===== src/design/pef_unused.sv =====
// no logic here; the whole block sits in pef_top


===== src/design/pef_pkg.sv =====
// constants, register map and field layout of the protection event flag block
// assumes an axi4-lite master with 32-bit data and a core that pulses on entry and return
package pef_pkg;
	localparam int ADDR_W = 12;

	localparam logic [ADDR_W-1:0] OFF_FLAGS  = 12'h000;
	localparam logic [ADDR_W-1:0] OFF_ENABLE = 12'h004;
	localparam logic [ADDR_W-1:0] OFF_SEL    = 12'h008;
	localparam logic [ADDR_W-1:0] OFF_CTRL   = 12'h00C;
	localparam logic [ADDR_W-1:0] OFF_STACK  = 12'h010;
	localparam logic [ADDR_W-1:0] OFF_SP     = 12'h014;
	localparam logic [ADDR_W-1:0] OFF_MEM    = 12'h040;
	localparam logic [ADDR_W-1:0] OFF_MEM_END = 12'h140;

	localparam logic [7:0] FLAG_IMPL = 8'h9F;
	localparam logic [7:0] RST_BYTE  = 8'h00;

	localparam int FB_SAT  = 7;
	localparam int FB_OT   = 4;
	localparam int FB_OOV  = 3;
	localparam int FB_GATE = 2;
	localparam int FB_IOV  = 1;
	localparam int FB_IUV  = 0;

	localparam int SB_IUV_R = 0;
	localparam int SB_IUV_F = 1;
	localparam int SB_IOV_R = 2;
	localparam int SB_IOV_F = 3;
	localparam int SB_OOV_R = 4;
	localparam int SB_OOV_F = 5;

	localparam int CB_PERIPH = 0;
	localparam int CB_GLOBAL = 1;

	localparam int MEM_IDX_LSB = 2;
	localparam int MEM_IDX_W   = 4;

	localparam logic [1:0] RESP_OKAY   = 2'h0;
	localparam logic [1:0] RESP_SLVERR = 2'h2;
endpackage


===== src/design/pef_top.sv =====
// protection event flags, their enables, edge selects, pc stack and shared data bytes
// assumes comparator inputs are asynchronous and core strobes share aclk
//
// The placing of the registers and the AXI4-Lite interface to the registers were left to the implementer.
`timescale 1ns/1ps
`default_nettype none
module pef_top #(
	parameter int PC_W    = 13,
	parameter int STK_D   = 8,
	parameter int MEM_D   = 16
) (
	input  wire  logic                       aclk,
	input  wire  logic                       aresetn,
	input  wire  logic [pef_pkg::ADDR_W-1:0] s_axi_awaddr,
	input  wire  logic                       s_axi_awvalid,
	output var   logic                       s_axi_awready,
	input  wire  logic [31:0]                s_axi_wdata,
	input  wire  logic [3:0]                 s_axi_wstrb,
	input  wire  logic                       s_axi_wvalid,
	output var   logic                       s_axi_wready,
	output var   logic [1:0]                 s_axi_bresp,
	output var   logic                       s_axi_bvalid,
	input  wire  logic                       s_axi_bready,
	input  wire  logic [pef_pkg::ADDR_W-1:0] s_axi_araddr,
	input  wire  logic                       s_axi_arvalid,
	output var   logic                       s_axi_arready,
	output var   logic [31:0]                s_axi_rdata,
	output var   logic [1:0]                 s_axi_rresp,
	output var   logic                       s_axi_rvalid,
	input  wire  logic                       s_axi_rready,
	input  wire  logic                       saturation_detect,
	input  wire  logic                       overtemp,
	input  wire  logic                       output_overvolt,
	input  wire  logic                       gate_supply_low,
	input  wire  logic                       input_overvolt,
	input  wire  logic                       input_undervolt,
	input  wire  logic                       core_irq_take,
	input  wire  logic [PC_W-1:0]            core_return_pc,
	input  wire  logic                       core_return,
	output var   logic                       irq
);
	import pef_pkg::*;

	localparam int SP_W = $clog2(STK_D);

	typedef struct packed {
		logic [5:0]                  s1;
		logic [5:0]                  s2;
		logic [5:0]                  prev;
		logic [7:0]                  flags;
		logic [7:0]                  enable;
		logic [5:0]                  sel;
		logic [1:0]                  gates;
		logic [STK_D-1:0][PC_W-1:0]  stack;
		logic [SP_W-1:0]             sp;
		logic [MEM_D-1:0][7:0]       mem;
		logic                        awready;
		logic                        wready;
		logic                        bvalid;
		logic [1:0]                  bresp;
		logic                        arready;
		logic                        rvalid;
		logic [1:0]                  rresp;
		logic [31:0]                 rdata;
		logic                        aw_held;
		logic                        w_held;
		logic [ADDR_W-1:0]           awaddr;
		logic [7:0]                  wbyte;
		logic                        wlane;
		logic                        irq;
	} pef_state_t;

	pef_state_t st_r;
	pef_state_t st_nxt;

	logic [5:0]            rise;
	logic [5:0]            fall;
	logic [7:0]            set_ev;
	logic [ADDR_W-1:0]     waddr;
	logic [MEM_IDX_W-1:0]  widx;
	logic [MEM_IDX_W-1:0]  ridx;
	logic [SP_W-1:0]       top;
	logic                  do_wr;
	logic                  wr_hit;
	logic                  rd_hit;
	logic [31:0]           rd_word;

	assign s_axi_awready = st_r.awready;
	assign s_axi_wready  = st_r.wready;
	assign s_axi_bvalid  = st_r.bvalid;
	assign s_axi_bresp   = st_r.bresp;
	assign s_axi_arready = st_r.arready;
	assign s_axi_rvalid  = st_r.rvalid;
	assign s_axi_rresp   = st_r.rresp;
	assign s_axi_rdata   = st_r.rdata;
	assign irq           = st_r.irq;

	always_comb begin
		st_nxt = st_r;
		rise   = st_r.s2 & ~st_r.prev;
		fall   = ~st_r.s2 & st_r.prev;
		top    = st_r.sp - SP_W'(1);

		// comparator inputs resynchronised, index order matches set_ev build below
		st_nxt.s1   = {saturation_detect, overtemp, output_overvolt,
			gate_supply_low, input_overvolt, input_undervolt};
		st_nxt.s2   = st_r.s1;
		st_nxt.prev = st_r.s2;

		// events never look at enables or gates
		set_ev          = RST_BYTE;
		set_ev[FB_SAT]  = rise[5];
		set_ev[FB_OT]   = rise[4];
		set_ev[FB_OOV]  = (st_r.sel[SB_OOV_R] & rise[3]) |
			(st_r.sel[SB_OOV_F] & fall[3]);
		set_ev[FB_GATE] = rise[2];
		set_ev[FB_IOV]  = (st_r.sel[SB_IOV_R] & rise[1]) |
			(st_r.sel[SB_IOV_F] & fall[1]);
		set_ev[FB_IUV]  = (st_r.sel[SB_IUV_R] & rise[0]) |
			(st_r.sel[SB_IUV_F] & fall[0]);

		// write channel: address and data taken independently
		if (s_axi_awvalid && st_r.awready) begin
			st_nxt.aw_held = 1'b1;
			st_nxt.awaddr  = s_axi_awaddr;
		end
		if (s_axi_wvalid && st_r.wready) begin
			st_nxt.w_held = 1'b1;
			st_nxt.wbyte  = s_axi_wdata[7:0];
			st_nxt.wlane  = s_axi_wstrb[0];
		end
		if (st_r.bvalid && s_axi_bready) begin
			st_nxt.bvalid = 1'b0;
		end

		do_wr  = st_r.aw_held && st_r.w_held && !st_r.bvalid;
		waddr  = st_r.awaddr;
		widx   = waddr[MEM_IDX_LSB +: MEM_IDX_W];
		wr_hit = 1'b1;
		if (do_wr) begin
			st_nxt.aw_held = 1'b0;
			st_nxt.w_held  = 1'b0;
			st_nxt.bvalid  = 1'b1;
			if (waddr == OFF_FLAGS) begin
				// zero clears, one leaves the flag alone
				if (st_r.wlane) begin
					st_nxt.flags = st_r.flags & st_r.wbyte;
				end
			end else if (waddr == OFF_ENABLE) begin
				if (st_r.wlane) begin
					st_nxt.enable = st_r.wbyte & FLAG_IMPL;
				end
			end else if (waddr == OFF_SEL) begin
				if (st_r.wlane) begin
					st_nxt.sel = st_r.wbyte[5:0];
				end
			end else if (waddr == OFF_CTRL) begin
				if (st_r.wlane) begin
					st_nxt.gates = st_r.wbyte[1:0];
				end
			end else if (waddr == OFF_STACK || waddr == OFF_SP) begin
				wr_hit = 1'b1;
			end else if (waddr >= OFF_MEM && waddr < OFF_MEM_END) begin
				// every bank window aliases the same bytes
				if (st_r.wlane) begin
					st_nxt.mem[widx] = st_r.wbyte;
				end
			end else begin
				wr_hit = 1'b0;
			end
			st_nxt.bresp = wr_hit ? RESP_OKAY : RESP_SLVERR;
		end

		// set wins over a clear landing in the same cycle
		st_nxt.flags = (st_nxt.flags | set_ev) & FLAG_IMPL;

		st_nxt.awready = !st_nxt.aw_held && !st_nxt.bvalid;
		st_nxt.wready  = !st_nxt.w_held && !st_nxt.bvalid;

		// read channel: one outstanding read, data straight from the decode
		ridx    = s_axi_araddr[MEM_IDX_LSB +: MEM_IDX_W];
		rd_hit  = 1'b1;
		rd_word = 32'h0000_0000;
		if (s_axi_araddr == OFF_FLAGS) begin
			rd_word[7:0] = st_r.flags & FLAG_IMPL;
		end else if (s_axi_araddr == OFF_ENABLE) begin
			rd_word[7:0] = st_r.enable;
		end else if (s_axi_araddr == OFF_SEL) begin
			rd_word[5:0] = st_r.sel;
		end else if (s_axi_araddr == OFF_CTRL) begin
			rd_word[1:0] = st_r.gates;
		end else if (s_axi_araddr == OFF_STACK) begin
			rd_word[PC_W-1:0] = st_r.stack[top];
		end else if (s_axi_araddr == OFF_SP) begin
			rd_word[SP_W-1:0] = st_r.sp;
		end else if (s_axi_araddr >= OFF_MEM && s_axi_araddr < OFF_MEM_END) begin
			rd_word[7:0] = st_r.mem[ridx];
		end else begin
			rd_hit = 1'b0;
		end
		if (s_axi_arvalid && st_r.arready) begin
			st_nxt.rvalid = 1'b1;
			st_nxt.rdata  = rd_word;
			st_nxt.rresp  = rd_hit ? RESP_OKAY : RESP_SLVERR;
		end else if (st_r.rvalid && s_axi_rready) begin
			st_nxt.rvalid = 1'b0;
		end
		st_nxt.arready = !st_nxt.rvalid;

		// only the return pc is kept; working and status registers are software's
		if (core_irq_take) begin
			st_nxt.stack[st_r.sp] = core_return_pc;
			st_nxt.sp = st_r.sp + SP_W'(1);
		end else if (core_return) begin
			st_nxt.sp = top;
		end

		// registered request built from the next flags, so it rises on the same edge as the flag
		st_nxt.irq = (|(st_nxt.flags & st_nxt.enable)) &&
			st_nxt.gates[CB_PERIPH] && st_nxt.gates[CB_GLOBAL];
	end

	always_ff @(posedge aclk) begin
		if (!aresetn) begin
			st_r <= '0;
		end else begin
			st_r <= st_nxt;
		end
	end
endmodule
`default_nettype wire


===== config.mk =====
export PLATFORM = sky130hd
export DESIGN_NAME = pef_top
export DESIGN_NICKNAME = d
export VERILOG_FILES = /design/src/design/pef_unused.sv /design/src/design/pef_pkg.sv /design/src/design/pef_top.sv
export SDC_FILE = /design/constraint.sdc
export NUM_CORES = 1
export LEC_CHECK = 0
export ABC_AREA = 1
export BUFFER_PORTS_ARGS = -buffer_cell sky130_fd_sc_hd__buf_2
export CORE_UTILIZATION = 40
export DETAILED_ROUTE_END_ITERATION = 10
export PLACE_DENSITY = 0.62
export SLEW_MARGIN = 0
export SYNTH_ARGS = -nofsm -noshare
export SYNTH_HDL_FRONTEND = slang
export SYNTH_SLANG_ARGS = --single-unit
export TNS_END_PERCENT = 100

===== constraint.sdc =====
create_clock -name aclk -period 7.2 [get_ports aclk]
set_clock_uncertainty 0.2 [all_clocks]
set_input_delay 1.08 -clock aclk [delete_from_list [all_inputs] [get_ports aclk]]
set_output_delay 1.08 -clock aclk [all_outputs]
set_load 0.02 [all_outputs]

Yosys cells after proc, flatten, opt, wreduce, memory -nomap -nowiden
Cells that the tools add are included.
Operators by class
  add/subtract/negate cells: 2
  bitwise logic cells: 21
  eq/ne operators: 10
  $lt $le $gt $ge: 10
  mux-type cells: 66
  reduce and logical (&&, ||, !) cells: 27
Operators with widths (count)
  $mux 8: 17
  $bwmux 128: 1
  $bwmux 104: 1
  $eq 12x4->1 const B: 4
  $eq 12x5->1 const B: 4
  $bmux 13 s3: 1
  $demux 13 s3: 1
  $bmux 8 s4: 1
  $demux 8 s4: 1
  $mux 13: 2
  $eq 12x3->1 const B: 2
  $ge 12x7->1 const B: 2
  $logic_not 12->1: 2
  $lt 12x9->1 const B: 2
  $mux 24: 1
  $mux 5: 4
  $mux 1: 19
  $mux 6: 3
  $and 8x8->8: 2
  $mux 16: 1
  $logic_and 1x1->1: 15
  $mux 2: 7
  $mux 3: 4
  $mux 11: 1
  other kinds (21): 38
Word-level totals
  bits in registers: 323
  word-level logic and storage cells: 183
  output and inout port bits: 42
  bits of input ports: 88

Logic depth before layout (Yosys ltp)
  depth after elaboration: 15
  gate-level depth with buffers: 17
  depth with buffers taken out: 14

Least setup slack after synthesis
No wires, ideal clock.
  kind: input to register
  from: in s_axi_araddr[4] (netlist name)
  to: reg st_r, in the netlist s_axi_rdata[5]
  data arrival time: 2.285 ns
  stages on the path: 11
  setup slack: 4.583 ns
  library setup time: 0.132 ns
  buffers on the path: 2
  cells stage by stage: buf_4 > nand2_1 > nor2_1 > inv_1 > nor3_1 > buf_4 > o21ai_0 > nand2_1 > nand2_1 > nand2_1 > a21oi_1
On the way
  longest elaborated chain between the ends: 15
  elaborated cells on any way between the ends: 24
RTL lines
  start: declaration: line pef_top.sv:24  | input wire logic [pef_pkg::ADDR_W-1:0] s_axi_araddr,
  $ge 12x7->1, or another cell as far along: line pef_top.sv:196  | end else if (s_axi_araddr >= OFF_MEM && s_axi_araddr < OFF_MEM_END) begin
  $logic_and 1x1->1 / $mux 8 (equally long branches): line pef_top.sv:196, pef_top.sv:197
  $mux 8: line pef_top.sv:196
  $mux 8: line pef_top.sv:194  | end else if (s_axi_araddr == OFF_SP) begin
  $mux 8: line pef_top.sv:192  | end else if (s_axi_araddr == OFF_STACK) begin
  $mux 8: line pef_top.sv:190  | end else if (s_axi_araddr == OFF_CTRL) begin
  $mux 8: line pef_top.sv:188  | end else if (s_axi_araddr == OFF_SEL) begin
  $mux 8: line pef_top.sv:186  | end else if (s_axi_araddr == OFF_ENABLE) begin
  $mux 8: line pef_top.sv:184  | if (s_axi_araddr == OFF_FLAGS) begin
  $mux 5: line pef_top.sv:194
  $mux 8: line pef_top.sv:192
  $mux 11: line pef_top.sv:190
  $mux 6: line pef_top.sv:188
  $mux 8: line pef_top.sv:186
  $mux 8 *: line pef_top.sv:184
  end signal: assignment: line pef_top.sv:227  | st_r <= st_nxt;
  end: declaration: line pef_top.sv:73  | pef_state_t st_r;
Mark *: on every way between the ends. The rest lies on a longest branch, timed or not. The select of a mux whose other input is x is not followed.
A chain may end at the register's enable or synchronous reset.

Final worst setup path
  from: reg st_r[193] (netlist name)
  to: reg st_r, in the netlist s_axi_rdata[1]
On the way
  longest elaborated chain between the ends: 8
RTL lines
  $sub 3x1->3: line pef_top.sv:102  | top = st_r.sp - SP_W'(1);
  $bmux 13 s3: line pef_top.sv:193  | rd_word[PC_W-1:0] = st_r.stack[top];
  $mux 13 (not written as such): line pef_top.sv:193
  $mux 8: line pef_top.sv:192
  $mux 2: line pef_top.sv:190
  $mux 6: line pef_top.sv:188
  $mux 8: line pef_top.sv:186
  $mux 8: line pef_top.sv:184
No other way between the ends. The select of a mux whose other input is x is not followed.

==> metrics.csv <==
stage,metric,value,unit
global_routing,grt_usage,22.4,%
flow_run,drv_cap,0,
synth,synth-seq-cells,317,
clock_tree,cts_root_buffer,clkbuf_16,
placement,gp_congestion,0.859,
placement,io_buffers,81,
global_routing,antenna_found_initial,1,
outcome,status,finished clean,
power,p_seq_share,45.9,%
synth,syn_area_per_cell,6.95,um2
worst_setup_path,crit_fanout,61,
clock_tree,post_cts_buffers,0,
sta,max_freq,0.261,GHz
clock_tree,htreeDepth,2,
power,switching_share,26.3,%
synth,yosys_warnings,0,
synth,syn-cell-area,0.0144,mm2
sta,rsz0062_at_grt,false,
floorplanning,die_h,192,um
route,avgRoutedWirePerCell,16.2,um
sta,slew_viol_final,0,
floorplanning,placementRows,69,
clock_tree,cts_buffers,35,
power,comb_power_share,10.8,%
route,drt_iter0_drc,1020,
clock_tree,hold_buffers,0,
synth,synth_edf_count,0,
power,max-vdd-ir-drop,0.000203,V
route,viasPerCell,5.16,
worst_setup_path,crit_type,flop to flop,
global_routing,grt_pass1_wl,64.7,mm
global_routing,first_global_vias,11900,
clock_tree,cts_tree,done,
worst_setup_path,endpoint_kind,flop,
worst_setup_path,cp_top_family,buffers and inverters,
floorplanning,start_util,40.6,%
sta,setup_violations,0,
route,antenna_left,0,
synth,async_reset_ff_share,0,%
floorplanning,die_w,192,um
worst_setup_path,crit_path_start_kind,flop,
worst_setup_path,critPathMostFrequentCell,nand2_1,
sta,fin_ws,3.38,ns
floorplanning,die-area,0.0368,mm2
route,routed_wl,41.2,mm
global_routing,overflow,0,
sta,worstMarginPinSlew,1.15,ns
synth,yosysSeqAreaShare,44.0,%
sta,relSlewSlack,23.1,%
worst_setup_path,slowest_stage,buf_4,
sta,fin_crit,3.82,ns
worst_setup_path,reg2reg_slack,3.38,ns
layout,final_util,44.5,%
sta,finalHoldViolCount,0,
sta,timing.final.crit_share,53.1,%
clock_tree,cts_sinks,317,
power,cellPowerDensity,255,mW/mm2
placement,dpl_cell_area,0.0147,mm2
worst_setup_path,critPathBufInv,5,
sta,timing.setup.tns,0,ns
synth,yosysUniqueCellTypes,41,
worst_setup_path,crit_chain,buf_4 > inv_2 > ha_1 > xnor2_1 > buf_4 > inv_1 > nand2_1 > nand3_1 > nand2_1 > inv_1 > nand3_1 > nand2_1 > nand2_1 > nand2_1 > a21oi_1,
synth,synthCells,2075,
layout,instances_no_fill,2543,
clock_tree,clk_latency,0.52,ns
clock_tree,cts.clk_slew.worst_paths,0.06,ns
placement,dp_hpwl,26.6,mm
power,p_int,2.97,mW
power,p_leak,6.77,nW
route,drc,0,
floorplanning,io_pins,130,
global_routing,grt_start_max_net_pins,117,
min_path,hp-class,flop to flop,
floorplanning,core_area,0.0355,mm2
route,vias,13100,
layout,nNetsFinal,2154,
placement,dp.cells,2488,
placement,pre_cts_slack,3.30,ns
route,dr.pass1.iters,6,
synth,synth_ff_type,dfxtp_1,
worst_setup_path,critPathMaxStageDelay,0.59,ns
clock_tree,clock_path_buffers,3,
worst_setup_path,required,7.38,ns
layout,syn_to_final_growth,9.54,%
layout,layout-drive-gt1-share,8.89,%
power,p_sw,1.06,mW
clock_tree,cts_resized,0,
worst_setup_path,critPathArrivalTime,4.01,ns
power,clock_power_share,43.4,%
layout,final_area,0.0158,mm2
-- power by group through the flow --
stage / registers [mW] / clock network [mW] / logic (mW)
2_1_floorplan: 1.86 / 0 / 0.315
3_3_place_gp: 1.88 / 0 / 0.426
3_5_place_dp: 1.89 / 0 / 0.431
4_1_cts: 1.85 / 1.78 / 0.433
5_1_grt: 1.85 / 1.86 / 0.481
6_report: 1.85 / 1.75 / 0.434
-- cell families (layout without fill, tap and decap cells) --
family	after synthesis	after routing	synth area share, %
buffers and inverters	381	367	11.9
other	1	22	0.0260
AO/OA/AOI/OAI	549	549	19.6
flip-flops	317	317	44.0
XOR/XNOR	1	1	0.0608
AND/OR/NAND/NOR	816	816	23.7
adder cells (fa/ha/maj)	2	2	0.174
multiplexers	8	8	0.555
-- registers in the layout, indices dropped and copies added, names as in the netlist --
signal,cells
s_axi_awready,1
s_axi_rresp,1
st_r,272
st_nxt,12
s_axi_rvalid,1
s_axi_bvalid,1
s_axi_bresp,1
s_axi_arready,1
s_axi_wready,1
irq,1
s_axi_rdata,13
waddr,12
-- synth_stat cells, types with 8 or more instances --
library cell | count | area, um2
nor2_1 | 381 | 1430
dfxtp_1 | 317 | 6350
nand2_1 | 300 | 1130
o21ai_0 | 281 | 1410
a21oi_1 | 222 | 1110
inv_1 | 212 | 796
nand3_1 | 76 | 380
clkbuf_1 | 69 | 259
buf_4 | 40 | 300
buf_2 | 24 | 120
o21ai_1 | 18 | 90.1
nand4_1 | 12 | 75.1
buf_6 | 11 | 124
nand2_2 | 11 | 68.8
clkbuf_2 | 10 | 50.1
nor3_1 | 9 | 45.0
o22ai_1 | 9 | 56.3
mux2i_1 | 8 | 80.1
-- final timing paths --
kind,from,to,cells after the start
max,st_r[193],s_axi_rdata[1],15
min,st_nxt[335],st_nxt[329],2
max reg2reg,st_r[193],s_axi_rdata[1],15
min reg2reg,st_nxt[335],st_nxt[329],2
-- stage by stage --
step,power (mW),hold WS [ns]
after floorplan,2.18,0.190
after CTS,4.06,0.218
final,4.03,0.215
after global placement,2.31,0.203
after global routing,4.19,0.233
after detailed placement,2.32,0.205
-- worst register-to-register path: cells and delay by family, from the launching register on --
| kind | cells | cell delay, ns |
|---|---|---|
| AO/OA/AOI/OAI | 1 | 0.07 |
| XOR/XNOR | 1 | 0.12 |
| AND/OR/NAND/NOR | 7 | 0.64 |
| adder cells (fa/ha/maj) | 1 | 0.40 |
| flip-flops | 1 | 0.31 |
| buffers and inverters | 5 | 1.94 |
-- cell usage in the layout (no fill, tap or decap), types with 9 or more instances in the layout --
cell type,synthesis,routed
buf_4,40,11
dfxtp_1,317,316
buf_2,24,80
nand2_1,300,300
o22ai_1,9,9
nand3_1,76,76
clkbuf_16,0,37
nand4_1,12,12
nand2_2,11,11
conb_1,1,21
o21ai_0,281,281
a21oi_1,222,222
nor2_1,381,381
o21ai_1,18,18
inv_1,212,212
-- final cells by class --
cell class | count | area, um2
Tap cell | 461 | 577
Timing Repair Buffer | 92 | 494
Sequential cell | 317 | 6350
Multi-Input combinational cell | 1397 | 6440
Clock buffer | 53 | 1070
Inverter | 221 | 840
Fill cell | 3642 | 19700
Clock inverter | 1 | 30.0
Antenna cell | 1 | 2.50
-- metal layers --
layer	wire length [um]	track usage (%)
met2	18700	35.7
met3	2300	3.22
met5	0	0
met1	19100	30.9
met4	1140	7.33
Power figures use the tool's default switching activity.
